[src/verilog/amd_params.svh]
// constants for the addressing-mode decoder: prefixes, opcode rows, sizes, reset values
`ifndef AMD_PARAMS_SVH
`define AMD_PARAMS_SVH

// ----------------------------------------
// address space
// ----------------------------------------
`define AMD_ADDR_W 16
`define AMD_PAGE0_HI 8'h00

// ----------------------------------------
// prefix opcodes
// ----------------------------------------
`define AMD_PFX_SEC_INDEX 8'h90
`define AMD_PFX_SEC_INDIRECT 8'h91
`define AMD_PFX_INDIRECT 8'h92

// ----------------------------------------
// opcode rows (high nibble)
// ----------------------------------------
`define AMD_ROW_BIT_REL 4'h0
`define AMD_ROW_BIT 4'h1
`define AMD_ROW_REL 4'h2
`define AMD_ROW_RMW_DIR 4'h3
`define AMD_ROW_RMW_ACC 4'h4
`define AMD_ROW_RMW_IDXREG 4'h5
`define AMD_ROW_RMW_IDX_S 4'h6
`define AMD_ROW_RMW_IDX_N 4'h7
`define AMD_ROW_CTRL_A 4'h8
`define AMD_ROW_CTRL_B 4'h9
`define AMD_ROW_IMM 4'ha
`define AMD_ROW_DIR_S 4'hb
`define AMD_ROW_DIR_L 4'hc
`define AMD_ROW_IDX_L 4'hd
`define AMD_ROW_IDX_S 4'he
`define AMD_ROW_IDX_N 4'hf

// ----------------------------------------
// inherent control opcodes
// ----------------------------------------
`define AMD_OP_IRET 8'h80
`define AMD_OP_RET 8'h81
`define AMD_OP_TRAP 8'h83
`define AMD_OP_HALT 8'h8e
`define AMD_OP_WAIT 8'h8f
`define AMD_OP_MUL 8'h42
`define AMD_OP_CLR_CARRY 8'h98
`define AMD_OP_SET_CARRY 8'h99
`define AMD_OP_CLR_MASK 8'h9a
`define AMD_OP_SET_MASK 8'h9b
`define AMD_OP_SP_RESET 8'h9c
`define AMD_OP_NOP 8'h9d

// ----------------------------------------
// reset values
// ----------------------------------------
`define AMD_STATE_RST '0

`endif

[src/verilog/amd_pkg.sv]
// types shared by the addressing-mode decoder and its address adder
package amd_pkg;

   // seventeen operand addressing modes
   typedef enum logic [4:0] {
      AMD_M_INH = 5'h00, AMD_M_IMM = 5'h01, AMD_M_DIR_S = 5'h02, AMD_M_DIR_L = 5'h03,
      AMD_M_IDX_N = 5'h04, AMD_M_IDX_S = 5'h05, AMD_M_IDX_L = 5'h06,
      AMD_M_IND_S = 5'h07, AMD_M_IND_L = 5'h08, AMD_M_IND_IDX_S = 5'h09,
      AMD_M_IND_IDX_L = 5'h0a, AMD_M_REL_D = 5'h0b, AMD_M_REL_I = 5'h0c,
      AMD_M_BIT_D = 5'h0d, AMD_M_BIT_I = 5'h0e, AMD_M_BIT_D_REL = 5'h0f,
      AMD_M_BIT_I_REL = 5'h10
   } amd_mode_t;

   // seven mode families
   typedef enum logic [2:0] {
      AMD_F_INH = 3'h0, AMD_F_IMM = 3'h1, AMD_F_DIR = 3'h2, AMD_F_IDX = 3'h3,
      AMD_F_IND = 3'h4, AMD_F_REL = 3'h5, AMD_F_BIT = 3'h6
   } amd_family_t;

   typedef enum logic [1:0] {
      AMD_PX_NONE = 2'h0, AMD_PX_SEC = 2'h1, AMD_PX_IND = 2'h2, AMD_PX_IND_SEC = 2'h3
   } amd_prefix_t;

   // inherent control operations
   typedef enum logic [3:0] {
      AMD_I_NONE = 4'h0, AMD_I_NOP = 4'h1, AMD_I_TRAP = 4'h2, AMD_I_WAIT = 4'h3,
      AMD_I_HALT = 4'h4, AMD_I_RET = 4'h5, AMD_I_IRET = 4'h6, AMD_I_SET_MASK = 4'h7,
      AMD_I_CLR_MASK = 4'h8, AMD_I_SET_CARRY = 4'h9, AMD_I_CLR_CARRY = 4'ha,
      AMD_I_SP_RESET = 4'hb, AMD_I_MUL = 4'hc, AMD_I_OTHER = 4'hd
   } amd_inh_t;

   typedef enum logic [2:0] {
      AMD_S_IDLE = 3'h0, AMD_S_OPC = 3'h1, AMD_S_ARG = 3'h2, AMD_S_PTR_H = 3'h3,
      AMD_S_PTR_L = 3'h4, AMD_S_FIN = 3'h5
   } amd_state_t;

   // decoded result handed to the execution stage
   typedef struct packed {
      logic [15:0] ea;
      logic [15:0] target;
      logic [15:0] next_pc;
      logic [7:0] opcode;
      logic [7:0] operand;
      amd_mode_t mode;
      amd_family_t family;
      amd_inh_t inh;
      logic [2:0] length;
      logic use_y;
      logic rmw;
      logic [2:0] bit_pos;
      logic bit_clr;
      logic illegal;
   } amd_result_t;

   // whole sequencer state
   typedef struct packed {
      amd_state_t st;
      logic [15:0] pc;
      logic [15:0] mem_addr;
      amd_prefix_t pfx;
      amd_mode_t mode;
      logic use_y;
      logic illegal;
      logic [7:0] opcode;
      logic [15:0] arg;
      logic [15:0] ptr;
      logic [1:0] cnt;
      logic [2:0] len;
      logic [7:0] idx_x;
      logic [7:0] idx_y;
      logic done;
      amd_result_t res;
   } amd_seq_t;

endpackage : amd_pkg
[src/verilog/amd_decoder.sv]
// addressing-mode decoder: fetches prefix, opcode and operand bytes, forms the address
`timescale 1ns/100ps
`include "amd_params.svh"

module amd_decoder #(
   parameter int ADDR_W = `AMD_ADDR_W
) (
   // clock and reset
   input wire logic i_sys_clk,
   input wire logic i_rstn,
   // decode request from the core
   input wire logic i_start,
   input wire logic [15:0] i_pc,
   input wire logic [7:0] i_x,
   input wire logic [7:0] i_y,
   // memory read port
   input wire logic i_mem_ack,
   input wire logic [7:0] i_mem_rdata,
   output logic o_mem_req,
   output logic [15:0] o_mem_addr,
   // decode result
   output logic o_busy,
   output logic o_done,
   output amd_pkg::amd_result_t o_result
);
   import amd_pkg::*;

   // ----------------------------------------
   // elaboration check
   // ----------------------------------------
   if (ADDR_W != `AMD_ADDR_W) begin : g_bad_width
      $error("address width must be 16");
   end

   // ----------------------------------------
   // decode functions
   // ----------------------------------------

   // base mode from the opcode row
   function automatic amd_mode_t base_mode(input logic [7:0] op);
      amd_mode_t m;
      m = AMD_M_INH;
      case (op[7:4])
         `AMD_ROW_BIT_REL: m = AMD_M_BIT_D_REL;
         `AMD_ROW_BIT: m = AMD_M_BIT_D;
         `AMD_ROW_REL: m = AMD_M_REL_D;
         // memory read-modify-write rows only map to short or no-offset forms
         `AMD_ROW_RMW_DIR: m = AMD_M_DIR_S;
         `AMD_ROW_RMW_IDX_S: m = AMD_M_IDX_S;
         `AMD_ROW_RMW_IDX_N: m = AMD_M_IDX_N;
         `AMD_ROW_IMM: m = AMD_M_IMM;
         `AMD_ROW_DIR_S: m = AMD_M_DIR_S;
         `AMD_ROW_DIR_L: m = AMD_M_DIR_L;
         `AMD_ROW_IDX_L: m = AMD_M_IDX_L;
         `AMD_ROW_IDX_S: m = AMD_M_IDX_S;
         `AMD_ROW_IDX_N: m = AMD_M_IDX_N;
         default: m = AMD_M_INH;
      endcase
      return m;
   endfunction : base_mode

   // prefix rewrites the mode or the index choice
   function automatic logic [6:0] with_prefix(input amd_mode_t m, input amd_prefix_t p);
      amd_mode_t r;
      logic y;
      logic bad;
      r = m;
      y = 1'b0;
      bad = 1'b0;
      case (p)
         AMD_PX_NONE: begin
            r = m;
         end
         AMD_PX_SEC: begin
            y = 1'b1;
            bad = (m inside {AMD_M_REL_D, AMD_M_BIT_D, AMD_M_BIT_D_REL});
         end
         AMD_PX_IND: begin
            case (m)
               AMD_M_DIR_S: r = AMD_M_IND_S;
               AMD_M_DIR_L: r = AMD_M_IND_L;
               AMD_M_IDX_S: r = AMD_M_IND_IDX_S;
               AMD_M_IDX_L: r = AMD_M_IND_IDX_L;
               AMD_M_REL_D: r = AMD_M_REL_I;
               AMD_M_BIT_D: r = AMD_M_BIT_I;
               AMD_M_BIT_D_REL: r = AMD_M_BIT_I_REL;
               default: bad = 1'b1;
            endcase
         end
         AMD_PX_IND_SEC: begin
            y = 1'b1;
            case (m)
               AMD_M_IDX_S: r = AMD_M_IND_IDX_S;
               AMD_M_IDX_L: r = AMD_M_IND_IDX_L;
               default: bad = 1'b1;
            endcase
         end
         default: bad = 1'b1;
      endcase
      return {bad, y, r};
   endfunction : with_prefix

   // bytes after the opcode for each mode
   function automatic logic [1:0] extra_bytes(input amd_mode_t m);
      logic [1:0] n;
      case (m)
         AMD_M_INH, AMD_M_IDX_N: n = 2'h0;
         AMD_M_DIR_L, AMD_M_IDX_L, AMD_M_BIT_D_REL, AMD_M_BIT_I_REL: n = 2'h2;
         default: n = 2'h1;
      endcase
      return n;
   endfunction : extra_bytes

   // pointer size: 0 none, 1 byte, 2 word
   function automatic logic [1:0] ptr_kind(input amd_mode_t m);
      logic [1:0] k;
      case (m)
         AMD_M_IND_S, AMD_M_IND_IDX_S, AMD_M_REL_I, AMD_M_BIT_I, AMD_M_BIT_I_REL: k = 2'h1;
         AMD_M_IND_L, AMD_M_IND_IDX_L: k = 2'h2;
         default: k = 2'h0;
      endcase
      return k;
   endfunction : ptr_kind

   function automatic amd_family_t family_of(input amd_mode_t m);
      amd_family_t f;
      case (m)
         AMD_M_INH: f = AMD_F_INH;
         AMD_M_IMM: f = AMD_F_IMM;
         AMD_M_DIR_S, AMD_M_DIR_L: f = AMD_F_DIR;
         AMD_M_IDX_N, AMD_M_IDX_S, AMD_M_IDX_L: f = AMD_F_IDX;
         AMD_M_IND_S, AMD_M_IND_L, AMD_M_IND_IDX_S, AMD_M_IND_IDX_L: f = AMD_F_IND;
         AMD_M_REL_D, AMD_M_REL_I: f = AMD_F_REL;
         default: f = AMD_F_BIT;
      endcase
      return f;
   endfunction : family_of

   function automatic amd_inh_t inh_of(input logic [7:0] op);
      amd_inh_t i;
      case (op)
         `AMD_OP_NOP: i = AMD_I_NOP;
         `AMD_OP_TRAP: i = AMD_I_TRAP;
         `AMD_OP_WAIT: i = AMD_I_WAIT;
         `AMD_OP_HALT: i = AMD_I_HALT;
         `AMD_OP_RET: i = AMD_I_RET;
         `AMD_OP_IRET: i = AMD_I_IRET;
         `AMD_OP_SET_MASK: i = AMD_I_SET_MASK;
         `AMD_OP_CLR_MASK: i = AMD_I_CLR_MASK;
         `AMD_OP_SET_CARRY: i = AMD_I_SET_CARRY;
         `AMD_OP_CLR_CARRY: i = AMD_I_CLR_CARRY;
         `AMD_OP_SP_RESET: i = AMD_I_SP_RESET;
         `AMD_OP_MUL: i = AMD_I_MUL;
         default: i = AMD_I_OTHER;
      endcase
      return i;
   endfunction : inh_of

   function automatic logic is_prefix(input logic [7:0] b);
      return (b == `AMD_PFX_SEC_INDEX) || (b == `AMD_PFX_SEC_INDIRECT) ||
             (b == `AMD_PFX_INDIRECT);
   endfunction : is_prefix

   // ----------------------------------------
   // state and address adder
   // ----------------------------------------
   amd_seq_t s_q;
   amd_seq_t s_d;
   logic [15:0] base;
   logic [7:0] rel;
   logic [7:0] index;
   logic [15:0] ea;
   logic [15:0] target;
   logic [6:0] dec;
   logic [15:0] pc_inc;
   logic [2:0] len_inc;

   assign pc_inc = s_q.pc + 16'h0001;
   assign len_inc = s_q.len + 3'h1;
   assign index = s_q.use_y ? s_q.idx_y : s_q.idx_x;
   assign dec = with_prefix(base_mode(i_mem_rdata), s_q.pfx);

   // operand base: pointer value, address word, or a page-zero byte
   always_comb begin
      base = {`AMD_PAGE0_HI, s_q.arg[7:0]};
      rel = s_q.arg[7:0];
      if (ptr_kind(s_q.mode) != 2'h0) begin
         base = s_q.ptr;
      end else if (s_q.mode inside {AMD_M_DIR_L, AMD_M_IDX_L}) begin
         base = s_q.arg;
      end else if (s_q.mode == AMD_M_BIT_D_REL) begin
         // bit address stays in page zero
         base = {`AMD_PAGE0_HI, s_q.arg[15:8]};
      end
      if (s_q.mode == AMD_M_REL_I) begin
         rel = s_q.ptr[7:0];
      end
   end

   amd_ea_calc u_ea (
      .i_mode(s_q.mode),
      .i_base(base),
      .i_index(index),
      .i_rel(rel),
      .i_next_pc(s_q.pc),
      .o_ea(ea),
      .o_target(target)
   );

   // ----------------------------------------
   // sequencer
   // ----------------------------------------

   // memory request is a level held until acknowledged
   always_comb begin
      s_d = s_q;
      s_d.done = 1'b0;
      case (s_q.st)
         AMD_S_IDLE: begin
            if (i_start) begin
               s_d.st = AMD_S_OPC;
               s_d.pc = i_pc;
               s_d.mem_addr = i_pc;
               s_d.pfx = AMD_PX_NONE;
               s_d.illegal = 1'b0;
               s_d.len = 3'h0;
               s_d.arg = 16'h0000;
               s_d.ptr = 16'h0000;
               s_d.idx_x = i_x;
               s_d.idx_y = i_y;
            end
         end
         AMD_S_OPC: begin
            if (i_mem_ack) begin
               s_d.pc = pc_inc;
               s_d.mem_addr = pc_inc;
               s_d.len = len_inc;
               if (is_prefix(i_mem_rdata) && s_q.pfx == AMD_PX_NONE) begin
                  // secondary index prefix costs one byte
                  case (i_mem_rdata)
                     `AMD_PFX_SEC_INDEX: s_d.pfx = AMD_PX_SEC;
                     `AMD_PFX_INDIRECT: s_d.pfx = AMD_PX_IND;
                     default: s_d.pfx = AMD_PX_IND_SEC;
                  endcase
               end else begin
                  // a second prefix or a bad pairing ends the decode as illegal
                  s_d.opcode = i_mem_rdata;
                  s_d.illegal = dec[6] | is_prefix(i_mem_rdata);
                  s_d.use_y = dec[5];
                  s_d.mode = amd_mode_t'(dec[4:0]);
                  s_d.cnt = extra_bytes(amd_mode_t'(dec[4:0]));
                  if (s_d.illegal || s_d.cnt == 2'h0) begin
                     s_d.st = AMD_S_FIN;
                  end else begin
                     s_d.st = AMD_S_ARG;
                  end
               end
            end
         end
         AMD_S_ARG: begin
            if (i_mem_ack) begin
               // bytes shift in high byte first
               s_d.arg = {s_q.arg[7:0], i_mem_rdata};
               s_d.pc = pc_inc;
               s_d.mem_addr = pc_inc;
               s_d.len = len_inc;
               s_d.cnt = s_q.cnt - 2'h1;
               if (s_q.cnt == 2'h1) begin
                  s_d.st = AMD_S_FIN;
                  if (ptr_kind(s_q.mode) != 2'h0) begin
                     s_d.st = AMD_S_PTR_H;
                     s_d.mem_addr = {`AMD_PAGE0_HI,
                        (s_q.mode == AMD_M_BIT_I_REL) ? s_q.arg[7:0] : i_mem_rdata};
                  end
               end
            end
         end
         AMD_S_PTR_H: begin
            if (i_mem_ack) begin
               if (ptr_kind(s_q.mode) == 2'h2) begin
                  s_d.ptr = {i_mem_rdata, 8'h00};
                  s_d.mem_addr = {`AMD_PAGE0_HI, s_q.mem_addr[7:0] + 8'h01};
                  s_d.st = AMD_S_PTR_L;
               end else begin
                  // byte pointer is the operand address
                  s_d.ptr = {`AMD_PAGE0_HI, i_mem_rdata};
                  s_d.st = AMD_S_FIN;
               end
            end
         end
         AMD_S_PTR_L: begin
            if (i_mem_ack) begin
               s_d.ptr = {s_q.ptr[15:8], i_mem_rdata};
               s_d.st = AMD_S_FIN;
            end
         end
         AMD_S_FIN: begin
            // all three indexed variants resolved by the adder
            s_d.res.ea = ea;
            s_d.res.target = target;
            s_d.res.next_pc = s_q.pc;
            s_d.res.opcode = s_q.opcode;
            s_d.res.operand = s_q.arg[7:0];
            s_d.res.mode = s_q.mode;
            s_d.res.family = family_of(s_q.mode);
            s_d.res.inh = (s_q.mode == AMD_M_INH) ? inh_of(s_q.opcode) : AMD_I_NONE;
            s_d.res.length = s_q.len;
            s_d.res.use_y = s_q.use_y;
            s_d.res.rmw = s_q.opcode[7:4] inside {`AMD_ROW_BIT_REL, `AMD_ROW_BIT,
               `AMD_ROW_RMW_DIR, `AMD_ROW_RMW_IDX_S, `AMD_ROW_RMW_IDX_N};
            s_d.res.bit_pos = s_q.opcode[3:1];
            s_d.res.bit_clr = s_q.opcode[0];
            s_d.res.illegal = s_q.illegal;
            s_d.done = 1'b1;
            s_d.st = AMD_S_IDLE;
         end
         default: begin
            s_d.st = AMD_S_IDLE;
         end
      endcase
   end

   // single register for the whole state
   always_ff @(posedge i_sys_clk) begin
      if (!i_rstn) begin
         s_q <= `AMD_STATE_RST;
      end else begin
         s_q <= s_d;
      end
   end

   // ----------------------------------------
   // outputs
   // ----------------------------------------
   assign o_mem_req = s_q.st inside {AMD_S_OPC, AMD_S_ARG, AMD_S_PTR_H, AMD_S_PTR_L};
   assign o_mem_addr = s_q.mem_addr;
   assign o_busy = (s_q.st != AMD_S_IDLE);
   assign o_done = s_q.done;
   assign o_result = s_q.res;

endmodule : amd_decoder

[src/verilog/amd_ea_calc.sv]
// effective address and branch target adder
`timescale 1ns/100ps
`include "amd_params.svh"

module amd_ea_calc (
   // operand sources
   input wire amd_pkg::amd_mode_t i_mode,
   input wire logic [15:0] i_base,
   input wire logic [7:0] i_index,
   input wire logic [7:0] i_rel,
   input wire logic [15:0] i_next_pc,
   // results
   output logic [15:0] o_ea,
   output logic [15:0] o_target
);
   import amd_pkg::*;

   logic [15:0] idx_sum;
   logic [15:0] rel_sum;

   assign idx_sum = i_base + {`AMD_PAGE0_HI, i_index};
   assign rel_sum = i_next_pc + {{8{i_rel[7]}}, i_rel};

   // pick the address per mode; long indexed wraps inside the 64 Kbyte space
   always_comb begin
      o_ea = i_base;
      o_target = i_next_pc;
      case (i_mode)
         AMD_M_INH, AMD_M_IMM: begin
            o_ea = 16'h0000;
         end
         // no offset stays in 00 to FF
         AMD_M_IDX_N: begin
            o_ea = {`AMD_PAGE0_HI, i_index};
         end
         // byte offset or byte pointer plus index reaches 1FE; word offset or word pointer plus index wraps past FFFF
         AMD_M_IDX_S, AMD_M_IDX_L, AMD_M_IND_IDX_S, AMD_M_IND_IDX_L: begin
            o_ea = idx_sum;
         end
         AMD_M_REL_D, AMD_M_REL_I: begin
            o_ea = rel_sum;
            o_target = rel_sum;
         end
         AMD_M_BIT_D_REL, AMD_M_BIT_I_REL: begin
            o_target = rel_sum;
         end
         default: begin
            o_ea = i_base;
         end
      endcase
   end

endmodule : amd_ea_calc

[config.mk]
export PLATFORM = sky130hd
export DESIGN_NAME = amd_decoder
export DESIGN_NICKNAME = d
export VERILOG_FILES = /design/src/verilog/amd_pkg.sv /design/src/verilog/amd_decoder.sv /design/src/verilog/amd_ea_calc.sv
export VERILOG_INCLUDE_DIRS = /design/src /design/src/verilog
export SDC_FILE = /design/constraint.sdc
export NUM_CORES = 1
export LEC_CHECK = 0
export BUFFER_PORTS_ARGS = -buffer_cell sky130_fd_sc_hd__buf_4
export CAP_MARGIN = 20
export CORE_UTILIZATION = 59
export DETAILED_ROUTE_END_ITERATION = 6
export GPL_ROUTABILITY_DRIVEN = 0
export PLACE_DENSITY_LB_ADDON = 0.1
export SLEW_MARGIN = 40
export SYNTH_ARGS = -nofsm -noshare
export SYNTH_HDL_FRONTEND = slang
export SYNTH_SLANG_ARGS = --single-unit
[constraint.sdc]
create_clock -name i_sys_clk -period 4.5 [get_ports i_sys_clk]
set_clock_uncertainty 0.15 [all_clocks]
set_input_delay 0 -clock i_sys_clk [delete_from_list [all_inputs] [get_ports i_sys_clk]]
set_output_delay 0 -clock i_sys_clk [all_outputs]
set_load 0.05 [all_outputs]
# == Word level (Yosys, flattened, before mapping) ==
# Memories as Yosys holds them, arrays and structs flattened. A register that Yosys moved wholly into a read port is not among the register bits.
# Index checks and enable logic that the tools add are counted.
# Widths: inputs -> output; s select.
# word_totals
reg_bits,192
romBits,112
input_bits,44
memories,2
# op_classes
add_sub_neg,6
eq_ne,64
mux,67
bitwise,3
reduce_logical,46
# mem_list
name,words,width,rd,rd_ports_with_merged_regs,write_ports,line_no,text
(no name shown),16,4,1,0,0,amd_decoder.sv:43,case (op[7:4])
(no name shown),16,3,1,1,0,amd_decoder.sv:127,case (m)
# ops
cell,n
$mux 16,10
$pmux 16 s4,2
$eq 8x8->1 const B,14
$pmux 16 s3,2
$mux 87,1
$eq 5x4->1 const B,11
$mux 52,1
$pmux 4 s12,1
$eq 5x3->1 const B,8
$mux 8,5
$mux 37,1
$mux 35,1
$pmux 5 s7,1
$mux 32,1
$pmux 16 s2,1
$reduce_and 4->1,6
$mux 3,7
$eq 5x2->1 const B,4
$mux 2,10
$pmux 2 s2,5
$pmux 5 s2,2
$mux 19,1
$ne 2x2->1 const B,9
$add 16x1->16 const B,1
44 further kinds,81

# == Logic depth before layout (Yosys ltp) ==
# An unclocked memory read counts as a cell.
# logic_depth
ltp_word,16
depth_mapped,20

# == Hierarchy ==
# A second synthesis with hierarchy kept.
# unflattened
cells_unflattened,1580
area_unflattened_um2,12199.2
# modules_own_cells
module,n_inst,cells_per_inst,area_per_inst_um2,seq_area_each_um2
amd_decoder,1,1299,10236.1,3823.7
amd_ea_calc,1,281,1963.1,0.0

# == Worst setup path after synthesis ==
# OpenSTA, ideal clock, no wires.
# synth_timing
path_kind,reg-to-reg
from,register s_q[152] (netlist name)
to,register s_q (netlist bit o_result[82])
setup_time_ns,0.074
arrival_ns,3.729
required_time_ns,4.276
slack_ns,0.546
path_stages_with_launch,21
n_path_buf,4
cell_sequence,dfxtp_1 -> buf_6 -> or4b_4 -> a21oi_2 -> or2_1 -> buf_6 -> buf_8 -> buf_4 -> nand2_1 -> o21ai_1 -> ha_1 -> inv_1 -> fa_1 -> nor2b_1 -> o21ai_0 -> a21boi_0 -> o21ai_0 -> a21o_1 -> nand2b_1 -> or3_1 -> a31oi_1
# synth_between
elab_chain_cells,7
elab_cells_between_ends,30
classes_between,add/sub (2); eq/ne (14); mux (6); reduce/logical (8)
# synth_lines
item,line_no,text
"start, declared",amd_decoder.sv:167,amd_seq_t s_q;
"start signal, assigned",amd_decoder.sv:326,s_q <= `AMD_STATE_RST;
"$eq 5x4->1, or another cell as far along","amd_decoder.sv:117, amd_decoder.sv:195, amd_ea_calc.sv:28",
$reduce_or 5->1 / $reduce_or 2->1 (equally long branches),amd_decoder.sv:117,case (m)
$pmux 2 s2,amd_decoder.sv:117,
$reduce_bool 2->1,amd_decoder.sv:187,if (ptr_kind(s_q.mode) != 2'h0) begin
$mux 16,amd_decoder.sv:187,
$add 16x8->16,amd_ea_calc.sv:21,"assign idx_sum = i_base + {`AMD_PAGE0_HI, i_index};"
$pmux 16 s4 *,amd_ea_calc.sv:28,case (i_mode)
# Mark *: on every way between the ends. The rest lies on a longest branch, timed or not.
# A chain may end at the register's enable or synchronous reset.

# == Final worst setup path ==
# layout_timing
from,register s_q[150] (netlist name)
to,register s_q (netlist bit o_result[69])
# layout_between
elab_chain_cells,4
elab_cells_between_ends,8
classes_between,add/sub (1); eq/ne (4); mux (2); reduce/logical (1)
# layout_lines
item,line_no,text
$eq 5x4->1,"amd_decoder.sv:195, amd_ea_calc.sv:28",
$mux 8,amd_decoder.sv:195,if (s_q.mode == AMD_M_REL_I) begin
$add 16x16->16,amd_ea_calc.sv:22,"assign rel_sum = i_next_pc + {{8{i_rel[7]}}, i_rel};"
$mux 16 *,amd_ea_calc.sv:28,
# Marks and branches as above.

==> impl_metrics.env <==
export IMPL_status="complete, no violations"
export IMPL_num_vias=10900
export IMPL_cts_path_max_buffers=2
export IMPL_criticalPathCategory="reg2reg"
export IMPL_ys_types=87
export IMPL_clock_sinks=191
export IMPL_drive_gt1_frac=0.167
export IMPL_leakagePower_nw=5.18
export IMPL_synth_area_leaders="dfxtp_1 33%, nand2_1 7.8%, buf_4 6.8%, a21oi_1 6.6%, nor2_1 4.6%"
export IMPL_async_flop_share=0
export IMPL_cp_start_kind="register"
export IMPL_placed_cells=1727
export IMPL_fin_nets=1604
export IMPL_switchingPower_mw=3.01
export IMPL_worst_r2r_cell_count=12
export IMPL_synth_area_um2=11500
export IMPL_min_delay_path_depth=5
export IMPL_synth_nets=1574
export IMPL_rsz0062_at_grt="no"
export IMPL_min_path_type="in2reg"
export IMPL_ant_nets=0
export IMPL_maxSlewViolCount=0
export IMPL_grt_pass1_vias=9720
export IMPL_cts_tree="yes"
export IMPL_end_kind="register"
export IMPL_synth_area_per_cell_um2=7.66
export IMPL_drcViolationCount=0
export IMPL_fmax_mhz=249
export IMPL_p_per_area_nw_per_um2=534
export IMPL_die_area_um2=20000
export IMPL_seqCellArea_um2=3820
export IMPL_setup_violations_final=0
export IMPL_root_buffer="clkbuf_16"
export IMPL_start_util=0.608
export IMPL_htreeDepth=4
export IMPL_slew_headroom=0.441
export IMPL_max_cap_viol_count=0
export IMPL_io_pins=149
export IMPL_pwr_share_comb=0.419
export IMPL_gr_total_overflow=0
export IMPL_wl_per_cell_um=18.6
export IMPL_syn_to_final_growth_pct=13.3
export IMPL_cts_resized=0
export IMPL_insertedDiodeCount=0
export IMPL_yosys_most_used_dff="dfxtp_1"
export IMPL_yosysTopAreaCell="dfxtp_1"
export IMPL_p_int_mw=3.94
export IMPL_clock_power_share=0.239
export IMPL_yosysWarnings=0
export IMPL_ys_seq_area_frac=0.333
export IMPL_seqPwrFrac=0.342
export IMPL_drtIter0Drc=1088
export IMPL_worstPathRequired_ns=4.69
export IMPL_synth_cells=1501
export IMPL_tightest_slew_ns=0.832
export IMPL_dp_hpwl_um=23800
export IMPL_whs_ns=0.0189
export IMPL_cts_buffers=17
export IMPL_path_max_fanout=12
export IMPL_clk_pin_slew_ns=0.07
export IMPL_die_height_um=142
export IMPL_synth_top_area_share=0.333
export IMPL_tns_ns=0
export IMPL_switching_share=0.433
export IMPL_antenna_found_initial=0
export IMPL_synth_edf_count=0
export IMPL_fillers=1662
export IMPL_grt_max_degree=85
export IMPL_yosys_register_bits=191
export IMPL_io_buffers=148
export IMPL_track_usage=0.337
export IMPL_finalWirelength_um=33500
export IMPL_drt_first_pass_iters=7
export IMPL_post_route_period_util=0.892
export IMPL_clkLatencyLatePin_ns=0.45
export IMPL_multiInputGateArea_um2=6390
export IMPL_core_area_um2=18900
export IMPL_die_w_um=142
export IMPL_hold_viol=0
export IMPL_viasPerCell=6.05
export IMPL_irDropWorstVdd_uv=706
export IMPL_fin_cells=1803
export IMPL_cp_arrival_ns=4.20
export IMPL_fin_crit_ns=4.01
export IMPL_rows=50
export IMPL_grt_pass1_wl_um=52600
==> metal layers <==
| metal | vias to the layer above | GRT usage | part of all wire |
|---|---|---|---|
| met4 | 0 | 0.137 | 0.031 |
| li1 | 5228 | - | - |
| met2 | 530 | 0.513 | 0.44 |
| met1 | 5081 | 0.475 | 0.45 |
| met3 | 68 | 0.0537 | 0.087 |
| met5 | - | 0 | 0 |
==> through the flow <==
stage,setup slack [ns],cell area (um^2),util,power (mW)
2_1_floorplan,0.546,11500,-,4.50
3_3_place_gp,0.657,11900,0.631,5.13
3_5_place_dp,0.580,11900,0.632,5.19
4_1_cts,0.514,13000,0.689,6.89
5_1_grt,0.106,13000,0.690,7.30
6_report,0.486,13000,0.690,6.95
==> sequential cells by signal, indices dropped and copies added, names as in the netlist, named ones only <==
name        count
o_result       82
o_done          1
o_mem_addr     16
s_q            89
==> cells by family after synthesis <==
logic type                 after synthesis  synth area share
AOI/OAI and AO/OA                      420             0.237
muxes                                   47            0.0427
adders and majority gates               29            0.0329
buffers and inverters                  234             0.114
DFF                                    191             0.333
xor gates and xnor gates                46            0.0350
and+or+nand+nor                        534             0.205
==> final timing paths <==
path	startpoint	to	slack [ns]
max reg2reg	s_q[150]	o_result[69]	0.49
min	i_mem_ack	s_q[189]	0.02
max	s_q[150]	o_result[69]	0.49
min reg2reg	o_result[18]	o_result[18]	0.30
==> what timing repair did <==
| item | 4_1_cts | 5_1_grt |
|---|---|---|
| hold endpoints to repair | 102 | 0 |
| buffers inserted | 0 | 0 |
| hold buffers | 45 | 0 |
==> critical path, cell delays in order, from the launching register on <==
cell and delay, ns:
dfxtp_1 0.42, or2_2 0.37, nor2_1 0.48, mux2_2 0.44
ha_1 0.29, a211oi_1 0.31, o21a_1 0.20, o211ai_1 0.12
a41oi_1 0.38, nor2_1 0.08, a311oi_1 0.38, o21ai_0 0.15
o211a_1 0.14
==> cells in the final DEF, fill, tap and decap left out, types with 9 or more instances in the layout <==
cell type,synthesis,layout
buf_4,104,170
a31oi_1,13,13
nor3_1,28,28
xnor2_1,31,31
a221oi_1,14,14
and3_1,9,9
xor2_1,15,15
a21oi_1,152,151
dlygate4sd3_1,0,45
ha_1,27,27
o211ai_1,14,14
mux2i_1,31,31
clkbuf_16,0,17
nor2_1,140,139
nand3_1,42,42
o21ai_1,11,11
o21ai_0,73,73
nand2_1,238,237
a211oi_1,10,10
inv_1,28,28
dfxtp_1,191,191
a21o_1,10,10
nand2b_1,15,15
nor2b_1,11,11
a22oi_1,26,26
mux2_2,16,16
a311oi_1,14,14
==> power by group through the flow <==
stage                     registers (mW)  clock network [mW]  logic [mW]
final                               2.38                1.66        2.91
after detailed placement            2.40                   0        2.79
after global routing                2.42                1.73        3.15
after floorplan                     2.16                   0        2.35
after global placement              2.39                   0        2.74
after CTS                           2.36                1.67        2.87
==> synth_stat cells, drive strengths merged, types with 6 or more instances <==
library cell  count
a211oi           13
a21o             10
a21oi           154
a221oi           17
a22oi            26
a311oi           14
a31oi            13
and3              9
buf             121
clkbuf           83
dfxtp           191
ha               27
inv              29
mux2             16
mux2i            31
nand2           238
nand2b           15
nand3            43
nand3b            6
nor2            141
nor2b            11
nor3             29
o211a             6
o211ai           14
o21a              7
o21ai            87
o22ai             6
or2              10
or3               7
xnor2            31
xor2             15
==> area by class of cell <==
type / instances / share of cell area
timing repair buffer: 215 / 0.133
sequential: 191 / 0.294
clock buffer: 20 / 0.0358
tap: 260 / 0.0250
inverter: 30 / 0.00884
multi-input combinational: 1076 / 0.491
clock inverter: 11 / 0.0135
(Power assumes the default switching activity.)
